**src/rtl/addr_gen_defines.vh**
```
// Offsets, fields, reset values and encodings of the address generator
`ifndef ADDR_GEN_DEFINES_VH
`define ADDR_GEN_DEFINES_VH

`define AXI_ADDR_W          8
`define AXI_RESP_OKAY       2'b00
`define AXI_RESP_SLVERR     2'b10

`define OFS_BITREV_CTRL     8'h00
`define OFS_MODULO_CTRL     8'h04
`define OFS_MODULO_START    8'h08
`define OFS_MODULO_END      8'h0c
`define OFS_LAST_EA         8'h10
`define OFS_BITREV_COUNT    8'h14

`define BITREV_EN_BIT       15
`define BITREV_MOD_MSB      14
`define MODULO_EN_BIT       15
`define BR_SEL_MSB          11
`define BR_SEL_LSB          8
`define MOD_SEL_MSB         3
`define MOD_SEL_LSB         0

`define RST_BITREV_CTRL     16'h0000
`define RST_MODULO_CTRL     16'h0f00
`define RST_MODULO_START    16'h0000
`define RST_MODULO_END      16'hffff

`define SP_SELECT           4'hf

`define MODE_INDIRECT       3'h0
`define MODE_POST_INC       3'h1
`define MODE_POST_DEC       3'h2
`define MODE_PRE_INC        3'h3
`define MODE_PRE_DEC        3'h4
`define MODE_REG_OFFSET     3'h5

`define STEP_BYTE           16'h0001
`define STEP_WORD           16'h0002
`define WORD_ALIGN_MASK     16'hfffe

`endif

```
**src/rtl/modulo_bitrev_address_gen.v**
```verilog
// Data-space effective-address generator with modulo and bit-reversed modes
//
// Behaviour
// Modulo correction may apply to any working register chosen as pointer.
// Wrap on address above end (incrementing) or below start (decrementing).
// Corrected address written back to pointer only for pre/post modify modes.
// Register-plus-offset gets corrected address but pointer stays unchanged.
// Bit reversal only in the X write generator, for writes only.
// Only the modifier is bit reversed; pointer and result keep normal order.
// Bit reversal needs select not 15, enable set, pre/post increment indirect.
// Software aligns a 2^N byte bit-reversed buffer to N zero low bits.
// The bit-reverse modifier is a 15-bit field, typically half the buffer.
// Word data assumed; modifier scaled to bytes, address bit 0 forced clear.
// Other modes and byte writes get normal addresses even when enabled.
// Bit-reversed next address is pointer plus modifier; mode increment ignored.
// With both enabled, X writes use bit reversal without modulo; reads keep it.
// Software avoids indirect read via bit-reversed pointer right after control write.
// Bit-reversed add propagates carries from modifier MSB toward the LSB.
`timescale 1ns/1ps
`include "addr_gen_defines.vh"
module modulo_bitrev_address_gen #(
  parameter AW = 16
) (
  input  wire                   sys_clk,
  input  wire                   arst_n,
  input  wire [`AXI_ADDR_W-1:0] s_axi_awaddr,
  input  wire                   s_axi_awvalid,
  output wire                   s_axi_awready,
  input  wire [31:0]            s_axi_wdata,
  input  wire [3:0]             s_axi_wstrb,
  input  wire                   s_axi_wvalid,
  output wire                   s_axi_wready,
  output reg  [1:0]             s_axi_bresp,
  output reg                    s_axi_bvalid,
  input  wire                   s_axi_bready,
  input  wire [`AXI_ADDR_W-1:0] s_axi_araddr,
  input  wire                   s_axi_arvalid,
  output wire                   s_axi_arready,
  output reg  [31:0]            s_axi_rdata,
  output reg  [1:0]             s_axi_rresp,
  output reg                    s_axi_rvalid,
  input  wire                   s_axi_rready,
  input  wire                   req_valid,
  input  wire                   req_xspace,
  input  wire                   req_write,
  input  wire                   req_byte,
  input  wire [2:0]             req_mode,
  input  wire [3:0]             req_wreg,
  input  wire [AW-1:0]          req_pointer,
  input  wire [AW-1:0]          req_offset,
  output reg                    ea_valid,
  output reg  [AW-1:0]          ea_addr,
  output reg                    ea_write,
  output reg                    ea_bitrev,
  output reg                    wb_valid,
  output reg  [3:0]             wb_reg,
  output reg  [AW-1:0]          wb_value
);

  // Register file
  reg  [15:0]            bit_reverse_control;
  reg  [15:0]            modulo_control_reg;
  reg  [AW-1:0]          modulo_start;
  reg  [AW-1:0]          modulo_end;
  reg  [AW-1:0]          last_write_ea;
  reg  [AW-1:0]          last_read_ea;
  reg  [15:0]            bitrev_count;

  // Write channel holding stages; address and data may come in either order
  reg                    aw_held;
  reg  [`AXI_ADDR_W-1:0] aw_addr;
  reg                    w_held;
  reg  [31:0]            w_data;
  reg  [3:0]             w_strb;

  wire                   bitrev_enable;
  wire [14:0]            bitrev_modifier;
  wire [3:0]             bitrev_pointer_select;
  wire                   modulo_enable;
  wire [3:0]             modulo_pointer_select;

  assign bitrev_enable         = bit_reverse_control[`BITREV_EN_BIT];
  assign bitrev_modifier       = bit_reverse_control[`BITREV_MOD_MSB:0];
  assign bitrev_pointer_select = modulo_control_reg[`BR_SEL_MSB:`BR_SEL_LSB];
  assign modulo_enable         = modulo_control_reg[`MODULO_EN_BIT];
  assign modulo_pointer_select = modulo_control_reg[`MOD_SEL_MSB:`MOD_SEL_LSB];

  // AXI4-Lite write side
  wire                   do_write;
  // Each half parks in its stage; a standing response blocks the next write
  assign s_axi_awready = ~aw_held;
  assign s_axi_wready  = ~w_held;
  assign do_write      = aw_held & w_held & ~s_axi_bvalid;

  function [15:0] merge16;
    input [15:0] old;
    input [31:0] data;
    input [3:0]  strb;
    begin
      merge16[7:0]  = strb[0] ? data[7:0]  : old[7:0];
      merge16[15:8] = strb[1] ? data[15:8] : old[15:8];
    end
  endfunction

  wire                   wr_mapped;
  assign wr_mapped = (aw_addr == `OFS_BITREV_CTRL) || (aw_addr == `OFS_MODULO_CTRL) ||
                     (aw_addr == `OFS_MODULO_START) || (aw_addr == `OFS_MODULO_END);

  always @(posedge sys_clk or negedge arst_n) begin
    if (!arst_n) begin
      aw_held      <= 1'b0;
      aw_addr      <= {`AXI_ADDR_W{1'b0}};
      w_held       <= 1'b0;
      w_data       <= 32'h00000000;
      w_strb       <= 4'h0;
      s_axi_bvalid <= 1'b0;
      s_axi_bresp  <= `AXI_RESP_OKAY;
    end else begin
      if (s_axi_awvalid && !aw_held) begin
        aw_held <= 1'b1;
        aw_addr <= s_axi_awaddr;
      end
      if (s_axi_wvalid && !w_held) begin
        w_held <= 1'b1;
        w_data <= s_axi_wdata;
        w_strb <= s_axi_wstrb;
      end
      if (do_write) begin
        aw_held      <= 1'b0;
        w_held       <= 1'b0;
        s_axi_bvalid <= 1'b1;
        s_axi_bresp  <= wr_mapped ? `AXI_RESP_OKAY : `AXI_RESP_SLVERR;
      end else if (s_axi_bvalid && s_axi_bready) begin
        s_axi_bvalid <= 1'b0;
      end
    end
  end

  // Control registers; a new setting steers the very next request
  always @(posedge sys_clk or negedge arst_n) begin
    if (!arst_n) begin
      bit_reverse_control <= `RST_BITREV_CTRL;
      modulo_control_reg  <= `RST_MODULO_CTRL;
      modulo_start        <= `RST_MODULO_START;
      modulo_end          <= `RST_MODULO_END;
    end else if (do_write) begin
      case (aw_addr)
        `OFS_BITREV_CTRL: begin
          bit_reverse_control <= merge16(bit_reverse_control, w_data, w_strb);
        end
        `OFS_MODULO_CTRL: begin
          modulo_control_reg <= merge16(modulo_control_reg, w_data, w_strb);
        end
        `OFS_MODULO_START: begin
          modulo_start <= merge16(modulo_start, w_data, w_strb);
        end
        `OFS_MODULO_END: begin
          modulo_end <= merge16(modulo_end, w_data, w_strb);
        end
        // Unmapped offsets leave every register alone
        default: begin
          modulo_start <= modulo_start;
        end
      endcase
    end
  end

  // AXI4-Lite read side
  // One read in flight; a standing answer refuses the next address
  assign s_axi_arready = ~s_axi_rvalid;

  always @(posedge sys_clk or negedge arst_n) begin
    if (!arst_n) begin
      s_axi_rvalid <= 1'b0;
      s_axi_rdata  <= 32'h00000000;
      s_axi_rresp  <= `AXI_RESP_OKAY;
    end else if (s_axi_arvalid && !s_axi_rvalid) begin
      s_axi_rvalid <= 1'b1;
      s_axi_rresp  <= `AXI_RESP_OKAY;
      case (s_axi_araddr)
        `OFS_BITREV_CTRL:  s_axi_rdata <= {16'h0000, bit_reverse_control};
        `OFS_MODULO_CTRL:  s_axi_rdata <= {16'h0000, modulo_control_reg};
        `OFS_MODULO_START: s_axi_rdata <= {16'h0000, modulo_start};
        `OFS_MODULO_END:   s_axi_rdata <= {16'h0000, modulo_end};
        `OFS_LAST_EA:      s_axi_rdata <= {last_write_ea, last_read_ea};
        `OFS_BITREV_COUNT: s_axi_rdata <= {16'h0000, bitrev_count};
        default: begin
          s_axi_rdata <= 32'h00000000;
          s_axi_rresp <= `AXI_RESP_SLVERR;
        end
      endcase
    end else if (s_axi_rvalid && s_axi_rready) begin
      s_axi_rvalid <= 1'b0;
    end
  end

  // Magnitude test, so a step that overshoots a boundary still wraps
  function [AW-1:0] modulo_fix;
    input [AW-1:0] addr;
    input          decrementing;
    input [AW-1:0] lo;
    input [AW-1:0] hi;
    reg   [AW-1:0] span;
    begin
      span = hi - lo + {{(AW-1){1'b0}}, 1'b1};
      if (!decrementing && (addr > hi)) begin
        modulo_fix = addr - span;
      end else if (decrementing && (addr < lo)) begin
        modulo_fix = addr + span;
      end else begin
        modulo_fix = addr;
      end
    end
  endfunction

  // Mode decode
  wire           mode_pre;
  wire           mode_post;
  wire           mode_inc;
  wire           mode_offset;
  wire [AW-1:0]  step;
  wire [AW-1:0]  stepped;
  wire [AW-1:0]  offset_sum;

  assign mode_pre    = (req_mode == `MODE_PRE_INC) || (req_mode == `MODE_PRE_DEC);
  assign mode_post   = (req_mode == `MODE_POST_INC) || (req_mode == `MODE_POST_DEC);
  assign mode_inc    = (req_mode == `MODE_PRE_INC) || (req_mode == `MODE_POST_INC);
  assign mode_offset = (req_mode == `MODE_REG_OFFSET);
  // Byte accesses step by one, word accesses by two
  assign step        = req_byte ? `STEP_BYTE : `STEP_WORD;
  assign stepped     = mode_inc ? (req_pointer + step) : (req_pointer - step);
  assign offset_sum  = req_pointer + req_offset;

  // Bit-reversed qualification
  wire           x_write_address_unit;
  wire           bitrev_active;
  wire [AW-1:0]  bitrev_sum;
  wire [AW-1:0]  bitrev_next;

  assign x_write_address_unit = req_xspace & req_write;
  assign bitrev_active = x_write_address_unit & ~req_byte & bitrev_enable &
                         (bitrev_pointer_select != `SP_SELECT) &
                         (req_wreg == bitrev_pointer_select) &
                         mode_inc;

  // Modifier scaled to bytes; pointer enters in normal order
  bitrev_adder #(
    .WIDTH (AW)
  ) u_bitrev_adder (
    .base     (req_pointer),
    .modifier ({bitrev_modifier, 1'b0}),
    .sum      (bitrev_sum)
  );

  // Bit 0 cleared after the add, so an odd pointer never reaches the address
  assign bitrev_next = bitrev_sum & `WORD_ALIGN_MASK;

  // Bit reversal armed: enable set and a pointer other than the stack
  wire           bitrev_armed;
  assign bitrev_armed = bitrev_enable & (bitrev_pointer_select != `SP_SELECT);

  // Modulo qualification; the write generator gives way to bit reversal
  wire           modulo_hit;
  assign modulo_hit = modulo_enable & (req_wreg == modulo_pointer_select) &
                      ~(x_write_address_unit & bitrev_armed);

  // Offset mode wraps in the direction given by the offset's sign
  wire [AW-1:0]  stepped_fixed;
  wire [AW-1:0]  offset_fixed;
  assign stepped_fixed = modulo_hit ? modulo_fix(stepped, ~mode_inc, modulo_start, modulo_end)
                                    : stepped;
  assign offset_fixed  = modulo_hit ? modulo_fix(offset_sum, req_offset[AW-1],
                                                  modulo_start, modulo_end)
                                    : offset_sum;

  // Effective address and write-back selection
  reg  [AW-1:0]  next_ea;
  reg            next_wb_valid;
  reg  [AW-1:0]  next_wb_value;

  always @* begin
    next_ea       = req_pointer;
    next_wb_valid = 1'b0;
    next_wb_value = req_pointer;
    if (bitrev_active) begin
      next_ea       = mode_pre ? bitrev_next : (req_pointer & `WORD_ALIGN_MASK);
      next_wb_valid = 1'b1;
      next_wb_value = bitrev_next;
    end else if (mode_pre) begin
      next_ea       = stepped_fixed;
      next_wb_valid = 1'b1;
      next_wb_value = stepped_fixed;
    end else if (mode_post) begin
      next_ea       = req_pointer;
      next_wb_valid = 1'b1;
      next_wb_value = stepped_fixed;
    end else if (mode_offset) begin
      next_ea       = offset_fixed;
      next_wb_valid = 1'b0;
    end
  end

  // Results stand one cycle after the request
  always @(posedge sys_clk or negedge arst_n) begin
    if (!arst_n) begin
      ea_valid  <= 1'b0;
      ea_addr   <= {AW{1'b0}};
      ea_write  <= 1'b0;
      ea_bitrev <= 1'b0;
      wb_valid  <= 1'b0;
      wb_reg    <= 4'h0;
      wb_value  <= {AW{1'b0}};
    end else begin
      ea_valid <= req_valid;
      wb_valid <= req_valid & next_wb_valid;
      if (req_valid) begin
        ea_addr   <= next_ea;
        ea_write  <= req_write;
        ea_bitrev <= bitrev_active;
        wb_reg    <= req_wreg;
        wb_value  <= next_wb_value;
      end
    end
  end

  // Status seen by software
  always @(posedge sys_clk or negedge arst_n) begin
    if (!arst_n) begin
      last_write_ea <= {AW{1'b0}};
      last_read_ea  <= {AW{1'b0}};
      bitrev_count  <= 16'h0000;
    end else if (req_valid) begin
      // Kept per direction so software can tell reads from writes
      if (req_write) begin
        last_write_ea <= next_ea;
      end else begin
        last_read_ea <= next_ea;
      end
      // Wraps silently; software reads differences
      if (bitrev_active) begin
        bitrev_count <= bitrev_count + 16'h0001;
      end
    end
  end

endmodule

```
**src/rtl/bitrev_adder.v**
```verilog
// Adder whose carries run from the most significant bit toward bit 0
`timescale 1ns/1ps
module bitrev_adder #(
  parameter WIDTH = 16
) (
  input  wire [WIDTH-1:0] base,
  input  wire [WIDTH-1:0] modifier,
  output wire [WIDTH-1:0] sum
);
  wire [WIDTH-1:0] base_rev;
  wire [WIDTH-1:0] mod_rev;
  wire [WIDTH-1:0] sum_rev;

  genvar i;
  generate
    for (i = 0; i < WIDTH; i = i + 1) begin : g_rev
      assign base_rev[i] = base[WIDTH-1-i];
      assign mod_rev[i]  = modifier[WIDTH-1-i];
      assign sum[i]      = sum_rev[WIDTH-1-i];
    end
  endgenerate

  // Carry out of the reversed add falls off, keeping the walk inside the buffer
  assign sum_rev = base_rev + mod_rev;
endmodule

```
**config.mk**
```make
export PLATFORM = sky130hd
export DESIGN_NAME = modulo_bitrev_address_gen
export DESIGN_NICKNAME = d
export VERILOG_FILES = /design/src/rtl/modulo_bitrev_address_gen.v /design/src/rtl/bitrev_adder.v
export VERILOG_INCLUDE_DIRS = /design/src /design/src/rtl
export SDC_FILE = /design/constraint.sdc
export NUM_CORES = 1
export LEC_CHECK = 0
export BUFFER_PORTS_ARGS = -buffer_cell sky130_fd_sc_hd__buf_4
export CORE_MARGIN = 2
export CORE_UTILIZATION = 40
export CTS_BUF_LIST = sky130_fd_sc_hd__clkbuf_8
export CTS_CLUSTER_DIAMETER = 80
export CTS_CLUSTER_SIZE = 30
export DETAILED_ROUTE_END_ITERATION = 10
export SYNTH_ARGS = -nofsm -noshare
export SYNTH_HDL_FRONTEND = slang
export SYNTH_SLANG_ARGS = --single-unit
```
**constraint.sdc**
```tcl
create_clock -name sys_clk -period 4.85 [get_ports sys_clk]
set_clock_uncertainty 0.15 [all_clocks]
set_input_delay 0.97 -clock sys_clk [delete_from_list [all_inputs] [get_ports sys_clk]]
set_output_delay 0.97 -clock sys_clk [all_outputs]
set_load 0.01 [all_outputs]
```
# Word-level counts from Yosys, hierarchy flattened
# Index checks and enable logic that the tools add are counted.
# classes
addsub	11
n_lt_le_gt_ge	4
eq_ne	16
mux	30
bitwise	21
reduce_logical	37
# ops
op	count
16-bit 2-to-1 mux	15
32-bit case mux with 6 select lines	1
16-bit adder	3
16-bit subtractor	3
16-bit by 1-bit adder with 16-bit output (second input constant)	2
8-bit by 4-bit == test with 1-bit output (second input constant)	4
16-bit greater-than comparator	2
16-bit less-than comparator	2
3-bit AND reduction	8
16-bit by 2-bit adder with 16-bit output	1
8-bit by 3-bit == test with 1-bit output (second input constant)	2
8-bit by 5-bit == test with 1-bit output (second input constant)	2
8-bit zero test	2
16-bit by 2-bit subtractor with 16-bit output	1
15-bit adder	1
1-bit bitwise AND	13
1-bit 2-to-1 mux	11
1-bit logical AND	9
4-bit == test	2
1-bit inverter	8
2-bit nonzero test	4
3-bit by 2-bit == test with 1-bit output (second input constant)	2
3-bit == test (second input constant)	2
1-bit logical OR	6
other kinds (6)	13
# word_totals
reg_bits	218
inputBits	102
out_inout_bits	81

# Logic depth before layout (Yosys ltp)
# logic_depth
ltp_word	11
mapped_depth	26
mapped_depth_nobuf	26

# Modules after synthesis
# Synthesis repeated with hierarchy kept, for this count alone.
# unflattened
hier_cells	1893
area_unflattened_um2	17127.7
# modules_own_cells
module	instances	cells_each	area_per_inst_um2	seq_area_each_um2
modulo_bitrev_address_gen	1	1795	16403.2	5430.2
bitrev_adder	1	98	724.4	0.0

# Worst setup path after synthesis
# No wires, ideal clock.
# synth_timing
path_kind	input port to flip-flop
from	input port req_mode[2]
to	register last_read_ea[5]
setup_time_ps	125
t_arrival_ps	5568
required_ps	4575
slack_ps	-993
stages	22
n_path_buf	2
cell_sequence	clkbuf_1 nor2_1 inv_1 ha_1 or4_4 o21ai_2 a21oi_1 a21o_1 a21oi_1 xnor2_1 ha_1 a21o_1 a21o_1 a211oi_1 o22a_1 a31oi_1 buf_2 a221o_1 a32oi_1 a21oi_1 a211o_1 mux2_2
# synth_between
elab_chain_len	10
# synth_rtl
element	line_no	text
from (decl)	modulo_bitrev_address_gen.v:47	input wire [2:0] req_mode,
3-bit by 2-bit == test with 1-bit output (no source line) / 3-bit by 1-bit == test with 1-bit output (equally long branches)	n/a	
1-bit logical OR	modulo_bitrev_address_gen.v:227	assign mode_inc = (req_mode == `MODE_PRE_INC) || (req_mode == `MODE_POST_INC);
16-bit 2-to-1 mux	modulo_bitrev_address_gen.v:231	assign stepped = mode_inc ? (req_pointer + step) : (req_pointer - step);
16-bit less-than comparator	modulo_bitrev_address_gen.v:208	end else if (decrementing && (addr < lo)) begin
1-bit logical AND	modulo_bitrev_address_gen.v:208	
16-bit 2-to-1 mux	modulo_bitrev_address_gen.v:208	
16-bit 2-to-1 mux	modulo_bitrev_address_gen.v:206	if (!decrementing && (addr > hi)) begin
16-bit 2-to-1 mux	modulo_bitrev_address_gen.v:270	assign stepped_fixed = modulo_hit ? modulo_fix(stepped, ~mode_inc, modulo_start, modulo_end)
16-bit 2-to-1 mux	modulo_bitrev_address_gen.v:289	end else if (mode_pre) begin
16-bit 2-to-1 mux *	modulo_bitrev_address_gen.v:285	if (bitrev_active) begin
to (signal assigned)	modulo_bitrev_address_gen.v:330	last_read_ea <= {AW{1'b0}};
to (signal assigned)	modulo_bitrev_address_gen.v:337	last_read_ea <= next_ea;
to (decl)	modulo_bitrev_address_gen.v:66	reg [AW-1:0] last_read_ea;
# Mark *: on every way between the ends. The rest lies on a longest branch, timed or not.
# A chain may end at the register's enable or synchronous reset.

# Worst setup path after layout
# Same ends and word-level chain as after synthesis.

==> results.json <==
{
  "drt_wl_total_um": 70400,
  "drv_cap": 0,
  "clk_pin_slew_ns": 0.16,
  "drtAntennaViolNets": 0,
  "dp_slack_ns": -1.33,
  "start_util_pct": 40.6,
  "cts_tree": "yes",
  "rsz0062_at_grt": "yes",
  "final_cells": 2991,
  "gp_congestion": 1.03,
  "cts-root-buf": "clkbuf_8",
  "drc": 0,
  "drive_gt1_share_pct": 42.4,
  "path_max_fanout": 8,
  "outcome": "finished, violations left",
  "timing.fmax_ghz": 0.185,
  "first_pass_iters": 7,
  "grt_pass1_wl_um": 102000,
  "yosysWarningCount": 0,
  "hpwl_um": 57200,
  "clock_path_buffers": 3,
  "drt_iter0_drc": 1208,
  "fin_nets": 2752,
  "grt_usage_pct": 30.7,
  "ios": 183,
  "failed_checks": "negative setup slack",
  "required_ns": 5.15,
  "io_buffers": 162,
  "routedWlPerCell_um": 23.5,
  "cts.sinks": 216,
  "cts_made_buffers": 12,
  "crit_type": "input port to flop",
  "end_kind": "flop",
  "final_common_cell": "buf_4",
  "die_area_um2": 44200,
  "ys.flop_type": "dfrtp_1",
  "core_region_area_um2": 41900,
  "synth_top_cell_area_share_pct": 28.8,
  "overflow": 0,
  "synth-edff-count": 0,
  "rows": 75,
  "hold_buffers": 0,
  "worst_pin_slew_ns": 1.06,
  "num_vias": 17150,
  "synth_area_per_cell_um2": 9.12,
  "largest_register_ffs": 32,
  "worstSkewPairLatency_ns": 0.54,
  "synth.area.top_cells": "dfrtp_1 29%, ha_1 14%, mux2_2 5.8%",
  "post_drt_via_cell_ratio": 5.73,
  "placed_area_um2": 22100,
  "final.setup.worst_slack_ns": -0.564,
  "period_share_pct": 112,
  "die-height_um": 210,
  "post-place-cells": 2915,
  "syn2layout_area_growth_pct": 43.5,
  "synth_cells": 1867,
  "fin_crit_ns": 5.41,
  "antenna_found_initial": 0,
  "die_w_um": 210,
  "grt_max_degree": 121,
  "hold_viol": 0,
  "htreeDepth": 1,
  "final_area_um2": 24400,
  "first_global_vias": 16228,
  "regMostFlops": "s_axi_rdata",
  "synth_seq_cells": 216,
  "slew_viol_final": 0,
  "layout_common_cells": "599 x buf_4, 196 x dfrtp_1, 189 x nand2_1, 161 x ha_1, 103 x nor2_1",
  "synth.distinct_cells": 93,
  "n_antenna_cell": 0,
  "synthArstFlopShare_pct": 100,
  "arrival_ns": 5.71,
  "hold_class": "input port to async pin",
  "setup-violations-final": 61,
  "synth_area_um2": 17000,
  "cp-start-kind": "input port",
  "tns_ns": -18.78,
  "yosysTopAreaCell": "dfrtp_1",
  "slew_headroom_pct": 28.9,
  "synth-seq-area-share_pct": 31.9
}
## cell families (layout without fill, tap and decap cells)
logic type / count (synthesis) / count (layout) / share of synthesized area (%)
fa+ha+maj: 204 / 204 / 15.3
xor+xnor: 97 / 97 / 5.07
buf+inv: 185 / 769 / 4.48
flops: 216 / 216 / 31.9
mux: 123 / 123 / 7.91
compound gates: 570 / 570 / 22.8
simple gates: 471 / 471 / 12.5
other cells: 1 / 2 / 0.0220
## metal layers
metal	GRT usage, %	part of all wire [%]	up-vias
met1	41.1	43	8375
met3	3.22	5.4	169
li1	-	-	8004
met4	14.9	6.3	0
met5	0	0	-
met2	49.7	45	602
## cells in the mapped netlist (30+ instances only)
| cell | n |
|---|---|
| nand2_1 | 198 |
| dfrtp_1 | 196 |
| ha_1 | 196 |
| a21oi_1 | 127 |
| o21ai_0 | 119 |
| nor2_1 | 118 |
| inv_1 | 106 |
| mux2_2 | 88 |
| xnor2_1 | 67 |
| clkbuf_1 | 57 |
| mux2i_1 | 34 |
| a21o_1 | 33 |
| nand3_1 | 33 |
| nor3_1 | 30 |
## metrics by stage
stage          hold slack (ns)  utilization, %
4_1_cts                  0.351            55.6
2_1_floorplan            0.297               -
5_1_grt                  0.357            58.2
3_3_place_gp             0.314            52.6
6_report                 0.323            58.2
3_5_place_dp             0.319            52.6
## worst max-delay path, cell delays in order
cell and delay, ns:
buf_6 0.11, nor2_4 0.18, inv_6 0.09, buf_6 0.15, ha_4 0.21, and2_2 0.19
a221o_1 0.34, a211o_1 0.29, a21o_1 0.17, a21oi_2 0.17, xnor2_2 0.19, ha_4 0.27
o21a_1 0.11, o21ai_2 0.18, a41o_1 0.16, a31oi_1 0.06, buf_4 0.18, buf_4 0.14
buf_6 0.11, a221o_1 0.33, a32oi_4 0.37, a21oi_2 0.08, a211o_1 0.37, mux2_2 0.28
## worst paths after layout
check,start,end,slack [ns],depth (start not counted)
worst max register to register,modulo_end[1],last_write_ea[15],-0.50,26
worst min-delay path,arst_n,ea_addr[4],0.32,1
worst max-delay path,req_mode[2],last_read_ea[5],-0.56,24
worst min register to register,bitrev_count[15],bitrev_count[15],0.35,1
max in group asynchronous,arst_n,modulo_end[4],3.19,2
min in group sys_clk,bitrev_count[15],bitrev_count[15],0.35,1
## layout make-up
type                            count  area, um^2
Inverter                          110         425
Fill cell                        3688       17500
Clock inverter                      7        92.6
Sequential cell                   216        5430
Clock buffer                       13         179
Tap cell                          539         674
Timing Repair Buffer              639        5050
Multi-Input combinational cell   1467       12600
## repair_timing
item | 4_1_cts | 5_1_grt
endpoints found under the setup margin | 64 | 64
pin swaps | 85 | 91
buffers inserted | 32 | 31
resized for setup | 144 | 182
Power is left out: the tool's default activity adds up to more than one toggle a clock period on the data nets, which glitch-free logic cannot reach.
